$ cat src/design/wfd_pkg.sv
// Package for the complementary waveform dead-band stage.
// Assumes a single 20 MHz core clock and an AXI4-Lite register bus.
package wfd_pkg;
  localparam int unsigned         COUNT_W        = 6;
  localparam logic [11:0]         OFS_RISE       = 12'h000;
  localparam logic [11:0]         OFS_FALL       = 12'h004;
  localparam logic [11:0]         OFS_CTRL       = 12'h008;
  localparam logic [11:0]         OFS_STAT       = 12'h00C;
  localparam logic [COUNT_W-1:0]  RISE_RESET     = 6'h00;
  localparam logic [COUNT_W-1:0]  FALL_RESET     = 6'h00;
  localparam logic [1:0]          LEVEL_RESET_BD = 2'h1;
  localparam logic [1:0]          LEVEL_RESET_AC = 2'h1;
  localparam int unsigned         FIELD_LSB      = 0;
  localparam int unsigned         CTRL_PAIR_AC_SHUTDOWN_LEVEL_LSB  = 0;
  localparam int unsigned         CTRL_PAIR_BD_SHUTDOWN_LEVEL_LSB  = 2;
  localparam int unsigned         CTRL_POL_LSB   = 4;
  localparam logic [1:0]          SHUT_INACTIVE  = 2'h0;
  localparam logic [1:0]          SHUT_TRISTATE  = 2'h1;
  localparam logic [1:0]          SHUT_LOW       = 2'h2;
  localparam logic [1:0]          SHUT_HIGH      = 2'h3;
  localparam logic [1:0]          RESP_OKAY      = 2'h0;
  localparam logic [1:0]          RESP_SLVERR    = 2'h2;

  typedef struct packed {
    logic        awvalid;
    logic [11:0] awaddr;
    logic        wvalid;
    logic [31:0] wdata;
    logic [3:0]  wstrb;
    logic        bready;
    logic        arvalid;
    logic [11:0] araddr;
    logic        rready;
  } wfd_axi_req_s;

  typedef struct packed {
    logic        awready;
    logic        wready;
    logic        bvalid;
    logic [1:0]  bresp;
    logic        arready;
    logic        rvalid;
    logic [31:0] rdata;
    logic [1:0]  rresp;
  } wfd_axi_rsp_s;

  // Outputs A..D: value and drive enable
  typedef struct packed {
    logic [3:0] level;
    logic [3:0] oe;
  } wfd_drive_s;
endpackage

$ cat src/design/wfd_deadband.sv
// Complementary waveform dead-band stage with rising and falling delays.
// Assumes pwm input on core_clk, gen_tick as the generator clock enable.
// Behaviour
// RULE1: Six-bit writable falling count register field
// RULE2: Nonzero count n delays n to n+1 ticks
// RULE3: Zero count bypasses falling delay
// RULE4: Upper two bits read zero, ignore writes
// RULE5: Falling count clears on every reset
// RULE6: Rising count same encoding, zero bypasses
// RULE7: Inactive shutdown level waits out dead-band
// RULE8: Falling edge restarts counter, holds output off
`timescale 1ns/10ps
`default_nettype none
module wfd_deadband
  import wfd_pkg::*;
(
  // Clock and reset
  input  wire logic               core_clk,
  input  wire logic               rst_b,
  // Register bus
  input  wire wfd_pkg::wfd_axi_req_s axi_req,
  output wfd_pkg::wfd_axi_rsp_s   axi_rsp,
  // Generator
  input  wire logic               gen_tick,
  input  wire logic               data_in,
  input  wire logic               shutdown_in,
  // Output drive
  output wfd_pkg::wfd_drive_s     drive
);
  import wfd_pkg::*;

  typedef struct packed {
    logic [COUNT_W-1:0] rise_cnt;
    logic [COUNT_W-1:0] fall_cnt;
    logic [1:0]         lvl_ac;
    logic [1:0]         lvl_bd;
    logic [3:0]         pol;
    logic [COUNT_W:0]   rise_tmr;
    logic [COUNT_W:0]   fall_tmr;
    logic               data_d;
    logic               out_a;
    logic               out_b;
    logic               shut_d;
    logic               aw_got;
    logic [11:0]        aw_addr;
    logic               w_got;
    logic [31:0]        w_data;
    logic [3:0]         w_strb;
    logic               bvalid;
    logic [1:0]         bresp;
    logic               rvalid;
    logic [31:0]        rdata;
    logic [1:0]         rresp;
    wfd_drive_s         drive;
  } wfd_state_s;

  wfd_state_s st_reg;
  wfd_state_s st_next;

  localparam wfd_state_s ST_RESET = '{
    rise_cnt: RISE_RESET, fall_cnt: FALL_RESET,
    lvl_ac: LEVEL_RESET_AC, lvl_bd: LEVEL_RESET_BD,
    pol: 4'h0, rise_tmr: '0, fall_tmr: '0, data_d: 1'b0,
    out_a: 1'b0, out_b: 1'b0, shut_d: 1'b0,
    aw_got: 1'b0, aw_addr: 12'h000, w_got: 1'b0, w_data: 32'h0000_0000,
    w_strb: 4'h0, bvalid: 1'b0, bresp: RESP_OKAY, rvalid: 1'b0,
    rdata: 32'h0000_0000, rresp: RESP_OKAY,
    drive: '{level: 4'h0, oe: 4'h0}};

  function automatic logic [1:0] shut_pair(input logic [1:0] sel, input logic inact,
                                           input logic ready, input logic cur);
    shut_pair = {1'b1, cur};
    unique case (sel)
      SHUT_INACTIVE: shut_pair = ready ? {1'b1, inact} : {1'b1, cur}; // [RULE7]
      SHUT_TRISTATE: shut_pair = 2'b00;
      SHUT_LOW:      shut_pair = 2'b10;
      SHUT_HIGH:     shut_pair = 2'b11;
    endcase
  endfunction

  logic               rd_ok;
  logic [31:0]        rd_val;
  logic               wr_fire;
  logic               rise_edge;
  logic               fall_edge;
  logic               a_raw;
  logic               b_raw;
  logic [1:0]         ac_drv;
  logic [1:0]         bd_drv;
  logic               db_idle;
  logic               aw_rdy;
  logic               w_rdy;
  logic [3:0]         inact_mask;

  always_comb begin
    st_next = st_reg;
    rd_ok   = 1'b1;
    rd_val  = 32'h0000_0000;
    db_idle = st_reg.rise_tmr == '0 && st_reg.fall_tmr == '0;
    // No new write is taken while a response waits for bready
    aw_rdy  = !st_reg.aw_got && !st_reg.bvalid;
    w_rdy   = !st_reg.w_got && !st_reg.bvalid;
    // In shutdown, polarity applies only to a pair set to its inactive level
    inact_mask = {st_reg.lvl_bd == SHUT_INACTIVE, st_reg.lvl_ac == SHUT_INACTIVE,
                  st_reg.lvl_bd == SHUT_INACTIVE, st_reg.lvl_ac == SHUT_INACTIVE};
    unique case (axi_req.araddr)
      OFS_RISE: rd_val[FIELD_LSB +: COUNT_W] = st_reg.rise_cnt; // [RULE4]
      OFS_FALL: rd_val[FIELD_LSB +: COUNT_W] = st_reg.fall_cnt; // [RULE4]
      OFS_CTRL: rd_val[7:0] = {st_reg.pol, st_reg.lvl_bd, st_reg.lvl_ac};
      OFS_STAT: rd_val[3:0] = {st_reg.shut_d, db_idle, st_reg.out_b, st_reg.out_a};
      default:  rd_ok = 1'b0;
    endcase

    // Write address and data may arrive in either order
    if (axi_req.awvalid && aw_rdy) begin
      st_next.aw_got  = 1'b1;
      st_next.aw_addr = axi_req.awaddr;
    end
    if (axi_req.wvalid && w_rdy) begin
      st_next.w_got  = 1'b1;
      st_next.w_data = axi_req.wdata;
      st_next.w_strb = axi_req.wstrb;
    end
    wr_fire = st_reg.aw_got && st_reg.w_got && !st_reg.bvalid;
    if (wr_fire) begin
      st_next.aw_got = 1'b0;
      st_next.w_got  = 1'b0;
      st_next.bvalid = 1'b1;
      st_next.bresp  = RESP_OKAY;
      if (st_reg.w_strb[0]) begin
        unique case (st_reg.aw_addr)
          OFS_RISE: st_next.rise_cnt = st_reg.w_data[FIELD_LSB +: COUNT_W]; // [RULE6]
          OFS_FALL: st_next.fall_cnt = st_reg.w_data[FIELD_LSB +: COUNT_W]; // [RULE1] [RULE4]
          OFS_CTRL: begin
            st_next.lvl_ac = st_reg.w_data[CTRL_PAIR_AC_SHUTDOWN_LEVEL_LSB +: 2];
            st_next.lvl_bd = st_reg.w_data[CTRL_PAIR_BD_SHUTDOWN_LEVEL_LSB +: 2];
            st_next.pol    = st_reg.w_data[CTRL_POL_LSB +: 4];
          end
          OFS_STAT: st_next.bresp = RESP_OKAY;
          default:  st_next.bresp = RESP_SLVERR;
        endcase
      end else if (st_reg.aw_addr != OFS_RISE && st_reg.aw_addr != OFS_FALL &&
                   st_reg.aw_addr != OFS_CTRL && st_reg.aw_addr != OFS_STAT) begin
        st_next.bresp = RESP_SLVERR;
      end
    end
    if (st_reg.bvalid && axi_req.bready) begin
      st_next.bvalid = 1'b0;
    end
    if (axi_req.arvalid && !st_reg.rvalid) begin
      st_next.rvalid = 1'b1;
      st_next.rdata  = rd_val;
      st_next.rresp  = rd_ok ? RESP_OKAY : RESP_SLVERR;
    end else if (st_reg.rvalid && axi_req.rready) begin
      st_next.rvalid = 1'b0;
    end

    // Dead-band timers count generator ticks
    st_next.data_d = data_in;
    rise_edge = data_in && !st_reg.data_d;
    fall_edge = !data_in && st_reg.data_d;
    if (rise_edge) begin
      st_next.rise_tmr = {1'b0, st_reg.rise_cnt} + 7'd1; // [RULE6]
      st_next.fall_tmr = '0;
    end else if (gen_tick && st_reg.rise_tmr != '0) begin
      st_next.rise_tmr = st_reg.rise_tmr - 7'd1;
    end
    if (fall_edge) begin
      st_next.fall_tmr = {1'b0, st_reg.fall_cnt} + 7'd1; // [RULE8] [RULE2]
      st_next.rise_tmr = '0;
    end else if (gen_tick && st_reg.fall_tmr != '0) begin
      st_next.fall_tmr = st_reg.fall_tmr - 7'd1; // [RULE2]
    end
    // Zero count means no delay: output follows input directly
    a_raw = data_in && (st_reg.rise_cnt == '0 ||
            (!rise_edge && st_reg.rise_tmr == 7'd1 && gen_tick) ||
            (!rise_edge && st_reg.rise_tmr == '0 && st_reg.out_a)); // [RULE6]
    b_raw = !data_in && (st_reg.fall_cnt == '0 ||
            (!fall_edge && st_reg.fall_tmr == 7'd1 && gen_tick) ||
            (!fall_edge && st_reg.fall_tmr == '0 && st_reg.out_b)); // [RULE3] [RULE8]
    st_next.out_a = a_raw;
    st_next.out_b = b_raw;

    // Shutdown and polarity onto the four outputs
    st_next.shut_d = shutdown_in;
    ac_drv = shut_pair(st_reg.lvl_ac, 1'b0, db_idle, st_reg.out_a);
    bd_drv = shut_pair(st_reg.lvl_bd, 1'b0, db_idle, st_reg.out_b);
    if (st_reg.shut_d) begin
      st_next.drive.oe    = {bd_drv[1], ac_drv[1], bd_drv[1], ac_drv[1]};
      st_next.drive.level = {bd_drv[0], ac_drv[0], bd_drv[0], ac_drv[0]} ^
                            (inact_mask & st_reg.pol); // [RULE7]
    end else begin
      st_next.drive.oe    = 4'hF;
      st_next.drive.level = {st_reg.out_b, st_reg.out_a, st_reg.out_b, st_reg.out_a} ^
                            st_reg.pol;
    end
  end

  always_ff @(posedge core_clk or negedge rst_b) begin
    if (!rst_b) begin
      st_reg <= ST_RESET; // [RULE5]
    end else begin
      st_reg <= st_next;
    end
  end

  assign axi_rsp.awready = aw_rdy;
  assign axi_rsp.wready  = w_rdy;
  assign axi_rsp.bvalid  = st_reg.bvalid;
  assign axi_rsp.bresp   = st_reg.bresp;
  assign axi_rsp.arready = !st_reg.rvalid;
  assign axi_rsp.rvalid  = st_reg.rvalid;
  assign axi_rsp.rdata   = st_reg.rdata;
  assign axi_rsp.rresp   = st_reg.rresp;
  assign drive           = st_reg.drive;
endmodule
`default_nettype wire

$ cat config.mk
export PLATFORM = sky130hd
export DESIGN_NAME = wfd_deadband
export DESIGN_NICKNAME = d
export VERILOG_FILES = /design/src/design/wfd_pkg.sv /design/src/design/wfd_deadband.sv
export SDC_FILE = /design/constraint.sdc
export NUM_CORES = 1
export LEC_CHECK = 0
export BUFFER_PORTS_ARGS = -buffer_cell sky130_fd_sc_hd__buf_2
export CAP_MARGIN = 5
export CORE_MARGIN = 4
export CORE_UTILIZATION = 53
export CTS_CLUSTER_SIZE = 25
export DETAILED_ROUTE_END_ITERATION = 10
export PLACE_DENSITY = 0.85
export SETUP_SLACK_MARGIN = 0.2
export SYNTH_ARGS = -nofsm -noshare
export SYNTH_HDL_FRONTEND = slang
export SYNTH_SLANG_ARGS = --single-unit
$ cat constraint.sdc
create_clock -name core_clk -period 2.15 [get_ports core_clk]
set_input_delay 0.1075 -clock core_clk [delete_from_list [all_inputs] [get_ports core_clk]]
set_output_delay 0.1075 -clock core_clk [all_outputs]
set_load 0.1 [all_outputs]
==> results of run 1 <==
## cell families after synthesis
logic type	count (synthesis)	synth area share
flip-flops	79	0.448
XOR/XNOR	12	0.0238
adder cells (fa/ha/maj)	11	0.0311
buffers and inverters	79	0.109
AND/OR/NAND/NOR	100	0.143
other	1	0.000849
multiplexers	46	0.124
AO/OA/AOI/OAI	76	0.119
## per-layer routing
metal  part of all wire  vias up  GRT usage
met2               0.50      126      0.334
li1                   -     1527          -
met1               0.43     1560      0.242
met5                  0        -          0
met3              0.061       11     0.0470
met4              0.011        0     0.0567
## Yosys cell counts, types with 4 or more instances
| master | instances |
|---|---|
| o21ai_0 | 26 |
| nor2b_1 | 4 |
| xor2_1 | 4 |
| a22o_1 | 5 |
| nor2_1 | 18 |
| clkbuf_1 | 9 |
| a311o_1 | 4 |
| nand3_1 | 10 |
| dfrtp_1 | 77 |
| xnor2_1 | 8 |
| o31ai_1 | 4 |
| a311oi_1 | 4 |
| nor3_1 | 6 |
| nor4_1 | 4 |
| nand2_1 | 26 |
| inv_1 | 19 |
| a21oi_1 | 7 |
| buf_4 | 49 |
| and3_1 | 4 |
| ha_1 | 11 |
| mux2_2 | 41 |
## through the flow
step | setup slack (ps) | hold WS [ps] | area (sq um) | power, W | cells
final | 274 | 10.9 | 5120 | 0.00565 | 586
after global routing | 193 | 5.75 | 5120 | 0.00596 | 586
after CTS | 203 | 1.01 | 5070 | 0.00555 | 585
after detailed placement | 74.7 | 157 | 4600 | 0.00442 | 543
after global placement | 152 | 157 | 4600 | 0.00433 | 543
after floorplan | 262 | -188 | 4510 | 0.00409 | 429
## worst paths after layout
| check | from | to | slack (ps) | cells past startpoint |
|---|---|---|---|---|
| max in group asynchronous | rst_b | st_reg[118]$_DFFE_PN1P_ | 1180 | 3 |
| min | axi_req[60] | st_reg[91]$_DFFE_PN0P_ | 10 | 2 |
| min in group asynchronous | rst_b | st_reg[87]$_DFFE_PN0P_ | 320 | 2 |
| min reg2reg | axi_rsp[5]$_DFFE_PN0P_ | axi_rsp[5]$_DFFE_PN0P_ | 480 | 2 |
| max reg2reg | st_reg[100]$_DFFE_PN0P_ | st_reg[104]$_DFFE_PN0P_ | 270 | 7 |
| max | st_reg[100]$_DFFE_PN0P_ | st_reg[104]$_DFFE_PN0P_ | 270 | 7 |
## area by class of cell
cell class	count	share of cell area
clock buffers	15	0.0305
flip-flops and latches	79	0.386
repair buffers	95	0.126
inverters	19	0.0139
multi-input cells	272	0.412
clock inverters	1	0.00586
well taps	105	0.0256
## critical path, stage by stage (launching register included)
cell and delay (ps):
dfrtp_1 370, inv_1 80, ha_1 160, or3b_4 410, o21ai_4 200, nand2b_4 190
o21ai_0 100, a22o_1 240
## what timing repair did
action	CTS	global route
resized for setup	3	11
hold buffers	25	0
setup buffers	1	0
pin swaps	1	3
endpoints found under the setup margin	13	20
gates cloned	0	1
endpoints found under the hold margin	71	0
## layout by cell type (no fill, tap or decap), types with 5 or more instances in the layout
master / instances
xnor2_1: 8
nor2_1: 18
clkbuf_8: 10
dfrtp_1: 77
mux2_2: 41
clkbuf_1: 5
nand3_1: 9
a22o_1: 5
ha_1: 10
inv_1: 17
a21oi_1: 7
dlygate4sd3_1: 25
nand2_1: 25
buf_2: 64
conb_1: 26
nor3_1: 6
o21ai_0: 26
## power groups by stage
stage	combinational [W]	clock, W	sequential [W]
2_1_floorplan	0.00190	0	0.00219
3_3_place_gp	0.00207	0	0.00226
3_5_place_dp	0.00213	0	0.00229
4_1_cts	0.00219	0.00109	0.00227
5_1_grt	0.00248	0.00115	0.00234
6_report	0.00231	0.00106	0.00228
==> impl_metrics.csv, run 1 <==
group,metric,value,unit
run_status,status,"complete, no violations",
cts,cts_num_sinks,79,
floorplan,dieArea,9860,sq um
timing,rsz0062_at_grt,"no",
cts,clk_latency,350,ps
worst_setup_path,start_kind,"flop",
global_routing,grt_start_max_net_pins,48,
cells_and_area,multi_input_area,2110,sq um
power,seqPwrFrac,0.404,
cts,cts_tree,"done",
placement,place_hpwl,6340,um
cells_and_area,fin_util,0.627,
drt,antenna_left,0,
drt,drt-initial-drc-count,196,
floorplan,initial_utilization,0.541,
cts,cts.clk_slew.worst_paths,70,ps
synthesis,async_flop_share,1.00,
timing,slew_headroom,0.592,
cts,cts_buffers,9,
synthesis,synth_warnings,0,
floorplan,die_w,99.3,um
worst_setup_path,crit_type,"reg -> reg",
cts,root_buffer,"clkbuf_8",
timing,fin_crit_sh,0.873,
synthesis,ys.flop_type,"dfrtp_1",
drt,wl,9130,um
global_routing,grt_usage,0.193,
worst_setup_path,crit_fanout,6,
timing,timing.fmax,533,MHz
floorplan,core,8180,sq um
run,maxCapViolations,0,
drt,num_vias,3224,
global_routing,grt_pass1_wl,15300,um
floorplan,io_pins,119,
cells_and_area,seq_area,1980,sq um
cells_and_area,syn_to_final_growth,15.9,%
synthesis,syn_inst,404,
drt,drc,0,
global_routing,antenna_found_initial,0,
worst_setup_path,end_kind,"flop",
synthesis,netlist_top_cells_area,"dfrtp_1, mux2_2, buf_4",
drt,vias_per_cell,5.50,
timing,setup-violations-final,0,
power,combPwrFrac,0.408,
synthesis,yosysTopAreaCell,"dfrtp_1",
timing,min_period,1880,ps
placement,place_congestion,0.865,
cells_and_area,n_antenna_cell,0,
synthesis,yosys.area.top_type_share,0.436,
cells_and_area,largest_register_ffs,61,
synthesis,synthesis.area,4420,sq um
power,power_density,1100,nW/um^2
hold_path,hold_path_class,"in -> reg",
power,power.net_switching,0.00237,W
power,clkPwrFrac,0.188,
synthesis,synth_seq_cells,79,
synthesis,syn_avg_cell_area,10.9,sq um
timing,fin_tns_setup,0,ps
cells_and_area,nNetsFinal,557,
power,p_int,0.00329,W
drt,dr.pass1.iters,5,
cts,cts_buffer_depth,2,
global_routing,grt_overflow,0,
global_routing,first_global_vias,3205,
worst_setup_path,crit_arrival,2100,ps
worst_setup_path,crit_required,2370,ps
placement,port_buffers,65,
cts,h-tree-depth,3,
timing,drv_slew,0,
synthesis,netlist-cell-type-count,60,
timing,tightest_slew,612,ps
floorplan,die_h,99.3,um
floorplan,rows,33,
cells_and_area,drive_gt1_frac,0.320,
power,swShare,0.419,
synthesis,synth-edff-count,0,
drt,wire_per_inst,15.6,um
timing,hold_violations,0,
cells_and_area,num-fill-cells,622,
synthesis,yosysSeqAreaShare,0.448,
power,irDropWorstVdd,1140,uV
power,power_leakage,2.35,nW
timing,finalClockSkew,15.0,ps
(Power assumes the default switching activity.)
==> inputs of run 2 (changes only) <==
clock period = 1.85 ns   (was 2.15 ns; I/O delays follow)
==> run 2 against run 1 <==
The flow now finishes with violations (negative setup slack). Clock skew fell by 4.1 ps. Die area did not move. Cell count rose by 3.8%. Non-clock buffer count rose by 22. Power rose by 21%. First-iteration DRC count rose by 2.0%. Combinational power rose by 31%. Maximum frequency fell by 3.6%. Utilization rose by 3.8 points.
==> impl_metrics.csv, run 2 (synthesis gave the netlist of run 1 again) <==
group,metric,value,unit
floorplan,die_h,99.3,um
hold_path,hold_path_class,"in -> reg",
cells_and_area,nNetsFinal,579,
placement,place_hpwl,6960,um
floorplan,dieArea,9860,sq um
timing,setup-violations-final,9,
timing,rsz0062_at_grt,"yes",
worst_setup_path,crit_arrival,2190,ps
drt,wire_per_inst,16.8,um
timing,fin_tns_setup,-416,ps
timing,min_period,1950,ps
timing,slew_headroom,0.659,
drt,antenna_left,0,
worst_setup_path,path_cells,"inv_2, ha_4, or3b_4, nor3_4, a311oi_1, a311o_1",
floorplan,io_pins,119,
worst_setup_path,path_buf_inv,1,
drt,num_vias,3423,
timing,tightest_slew,508,ps
timing,timing.fmax,514,MHz
cells_and_area,final_cell_mix,"dfrtp_1, buf_2, conb_1, dlygate4sd3_1, nand2_1",
worst_setup_path,cpPeakStageDelay,400,ps
drt,dr.pass1.iters,5,
timing,hold_slack,19.5,ps
floorplan,die_w,99.3,um
cts,cts_buffer_depth,2,
worst_setup_path,crit_type,"reg -> reg",
cells_and_area,syn_to_final_growth,22.9,%
cells_and_area,drive_gt1_frac,0.380,
cts,cts_tree,"done",
placement,pre_cts_slack,-53.3,ps
run_status,violations,"negative setup slack",
cells_and_area,mostFrequentLayoutCell,"dfrtp_1",
run_status,status,"complete, but fails checks",
worst_setup_path,crit_family,"simple AND/OR/NAND/NOR gates",
power,irDropWorstVdd,1130,uV
drt,vias_per_cell,5.63,
placement,port_buffers,65,
placement,place_congestion,0.870,
floorplan,rows,33,
timing,worst_slack,-95.6,ps
cts,cts_num_sinks,79,
timing,fin_crit_sh,1.05,
power,power_density,1260,nW/um^2
global_routing,grt_pass1_wl,17100,um
worst_setup_path,start_kind,"flop",
cts,clk_latency,360,ps
run,maxCapViolations,0,
worst_setup_path,crit_required,2090,ps
global_routing,antenna_found_initial,0,
cts,h-tree-depth,3,
cells_and_area,num-fill-cells,574,
cts,root_buffer,"clkbuf_8",
worst_setup_path,end_kind,"flop",
global_routing,grt_start_max_net_pins,57,
drt,drc,0,
worst_setup_path,cp_slowest_cell,"dfrtp_1",
timing,hold_violations,0,
cells_and_area,n_antenna_cell,0,
floorplan,core,8180,sq um
global_routing,grt_usage,0.218,
cells_and_area,fin_util,0.664,
timing,finalClockSkew,10.9,ps
power,power_leakage,2.48,nW
cells_and_area,largest_register_ffs,61,
floorplan,initial_utilization,0.541,
global_routing,first_global_vias,3560,
worst_setup_path,crit_fanout,6,
cts,cts.clk_slew.worst_paths,80,ps
global_routing,grt_overflow,0,
timing,drv_slew,0,
cts,cts_buffers,9,
drt,wl,10200,um
drt,drt-initial-drc-count,200,
[run 2: cell count changes in the layout (fill, tap and decap cells not counted), moves of 3 or more]
cell      change
clkbuf_1      -3
mux2_4       +20
mux2_2       -20
buf_4        +20
o21ai_1       +3
o21ai_0       -3
[run 2: worst paths after layout]
path / from / end / slack (ps) / depth (start not counted)
worst max-delay path: st_reg[101]$_DFFE_PN0P_ / drive[4]$_DFF_PN0_ / -100 / 6
worst min-delay path: data_in / st_reg[98]$_DFF_PN0_ / 20 / 3
worst max register to register: st_reg[101]$_DFFE_PN0P_ / drive[4]$_DFF_PN0_ / -100 / 6
worst min register to register: axi_rsp[3]$_DFFE_PN0P_ / axi_rsp[3]$_DFFE_PN0P_ / 490 / 2
max in group asynchronous: rst_b / st_reg[120]$_DFFE_PN1P_ / 1050 / 3
min in group asynchronous: rst_b / st_reg[103]$_DFFE_PN0P_ / 160 / 2
[run 2: worst min-delay path, stage by stage]
cell and delay, ps:
buf_2 120, inv_1 80, a21oi_1 40
[run 2: per-stage QoR]
stage | total power, W | area, sq um | cells
2_1_floorplan | 0.00489 | 4610 | 429
3_3_place_gp | 0.00529 | 4820 | 557
3_5_place_dp | 0.00543 | 4820 | 557
4_1_cts | 0.00668 | 5350 | 604
5_1_grt | 0.00723 | 5430 | 608
6_report | 0.00683 | 5430 | 608
[run 2: layout make-up]
class,count,area (sq um),area share
Sequential cell,79,1980,0.365
Multi-Input combinational cell,272,2250,0.414
Tap cell,105,131,0.0242
Timing Repair Buffer,117,825,0.152
Clock inverter,5,35.0,0.00645
Inverter,19,77.6,0.0143
Clock buffer,11,131,0.0242
[run 2: power by group]
part	internal, W	switching [W]
Combinational	0.00122	0.00182
Sequential	0.00217	0.000484
Clock	0.000491	0.000651
Total	0.00388	0.00295
[run 2: layer usage]
metal,global-route usage,part of all wire,vias up
met1,0.259,0.39,1667
met5,0,0,-
met4,0.110,0.036,0
met2,0.366,0.49,155
li1,-,-,1564
met3,0.0561,0.085,37
[run 2: repair_timing]
action / CTS / global route
endpoints found under the hold margin: 97 / 0
resized for setup: 17 / 11
setup endpoints to repair: 36 / 47
hold buffers: 26 / 0
cloned: 1 / 0
setup buffers: 4 / 4
pin swaps: 9 / 6
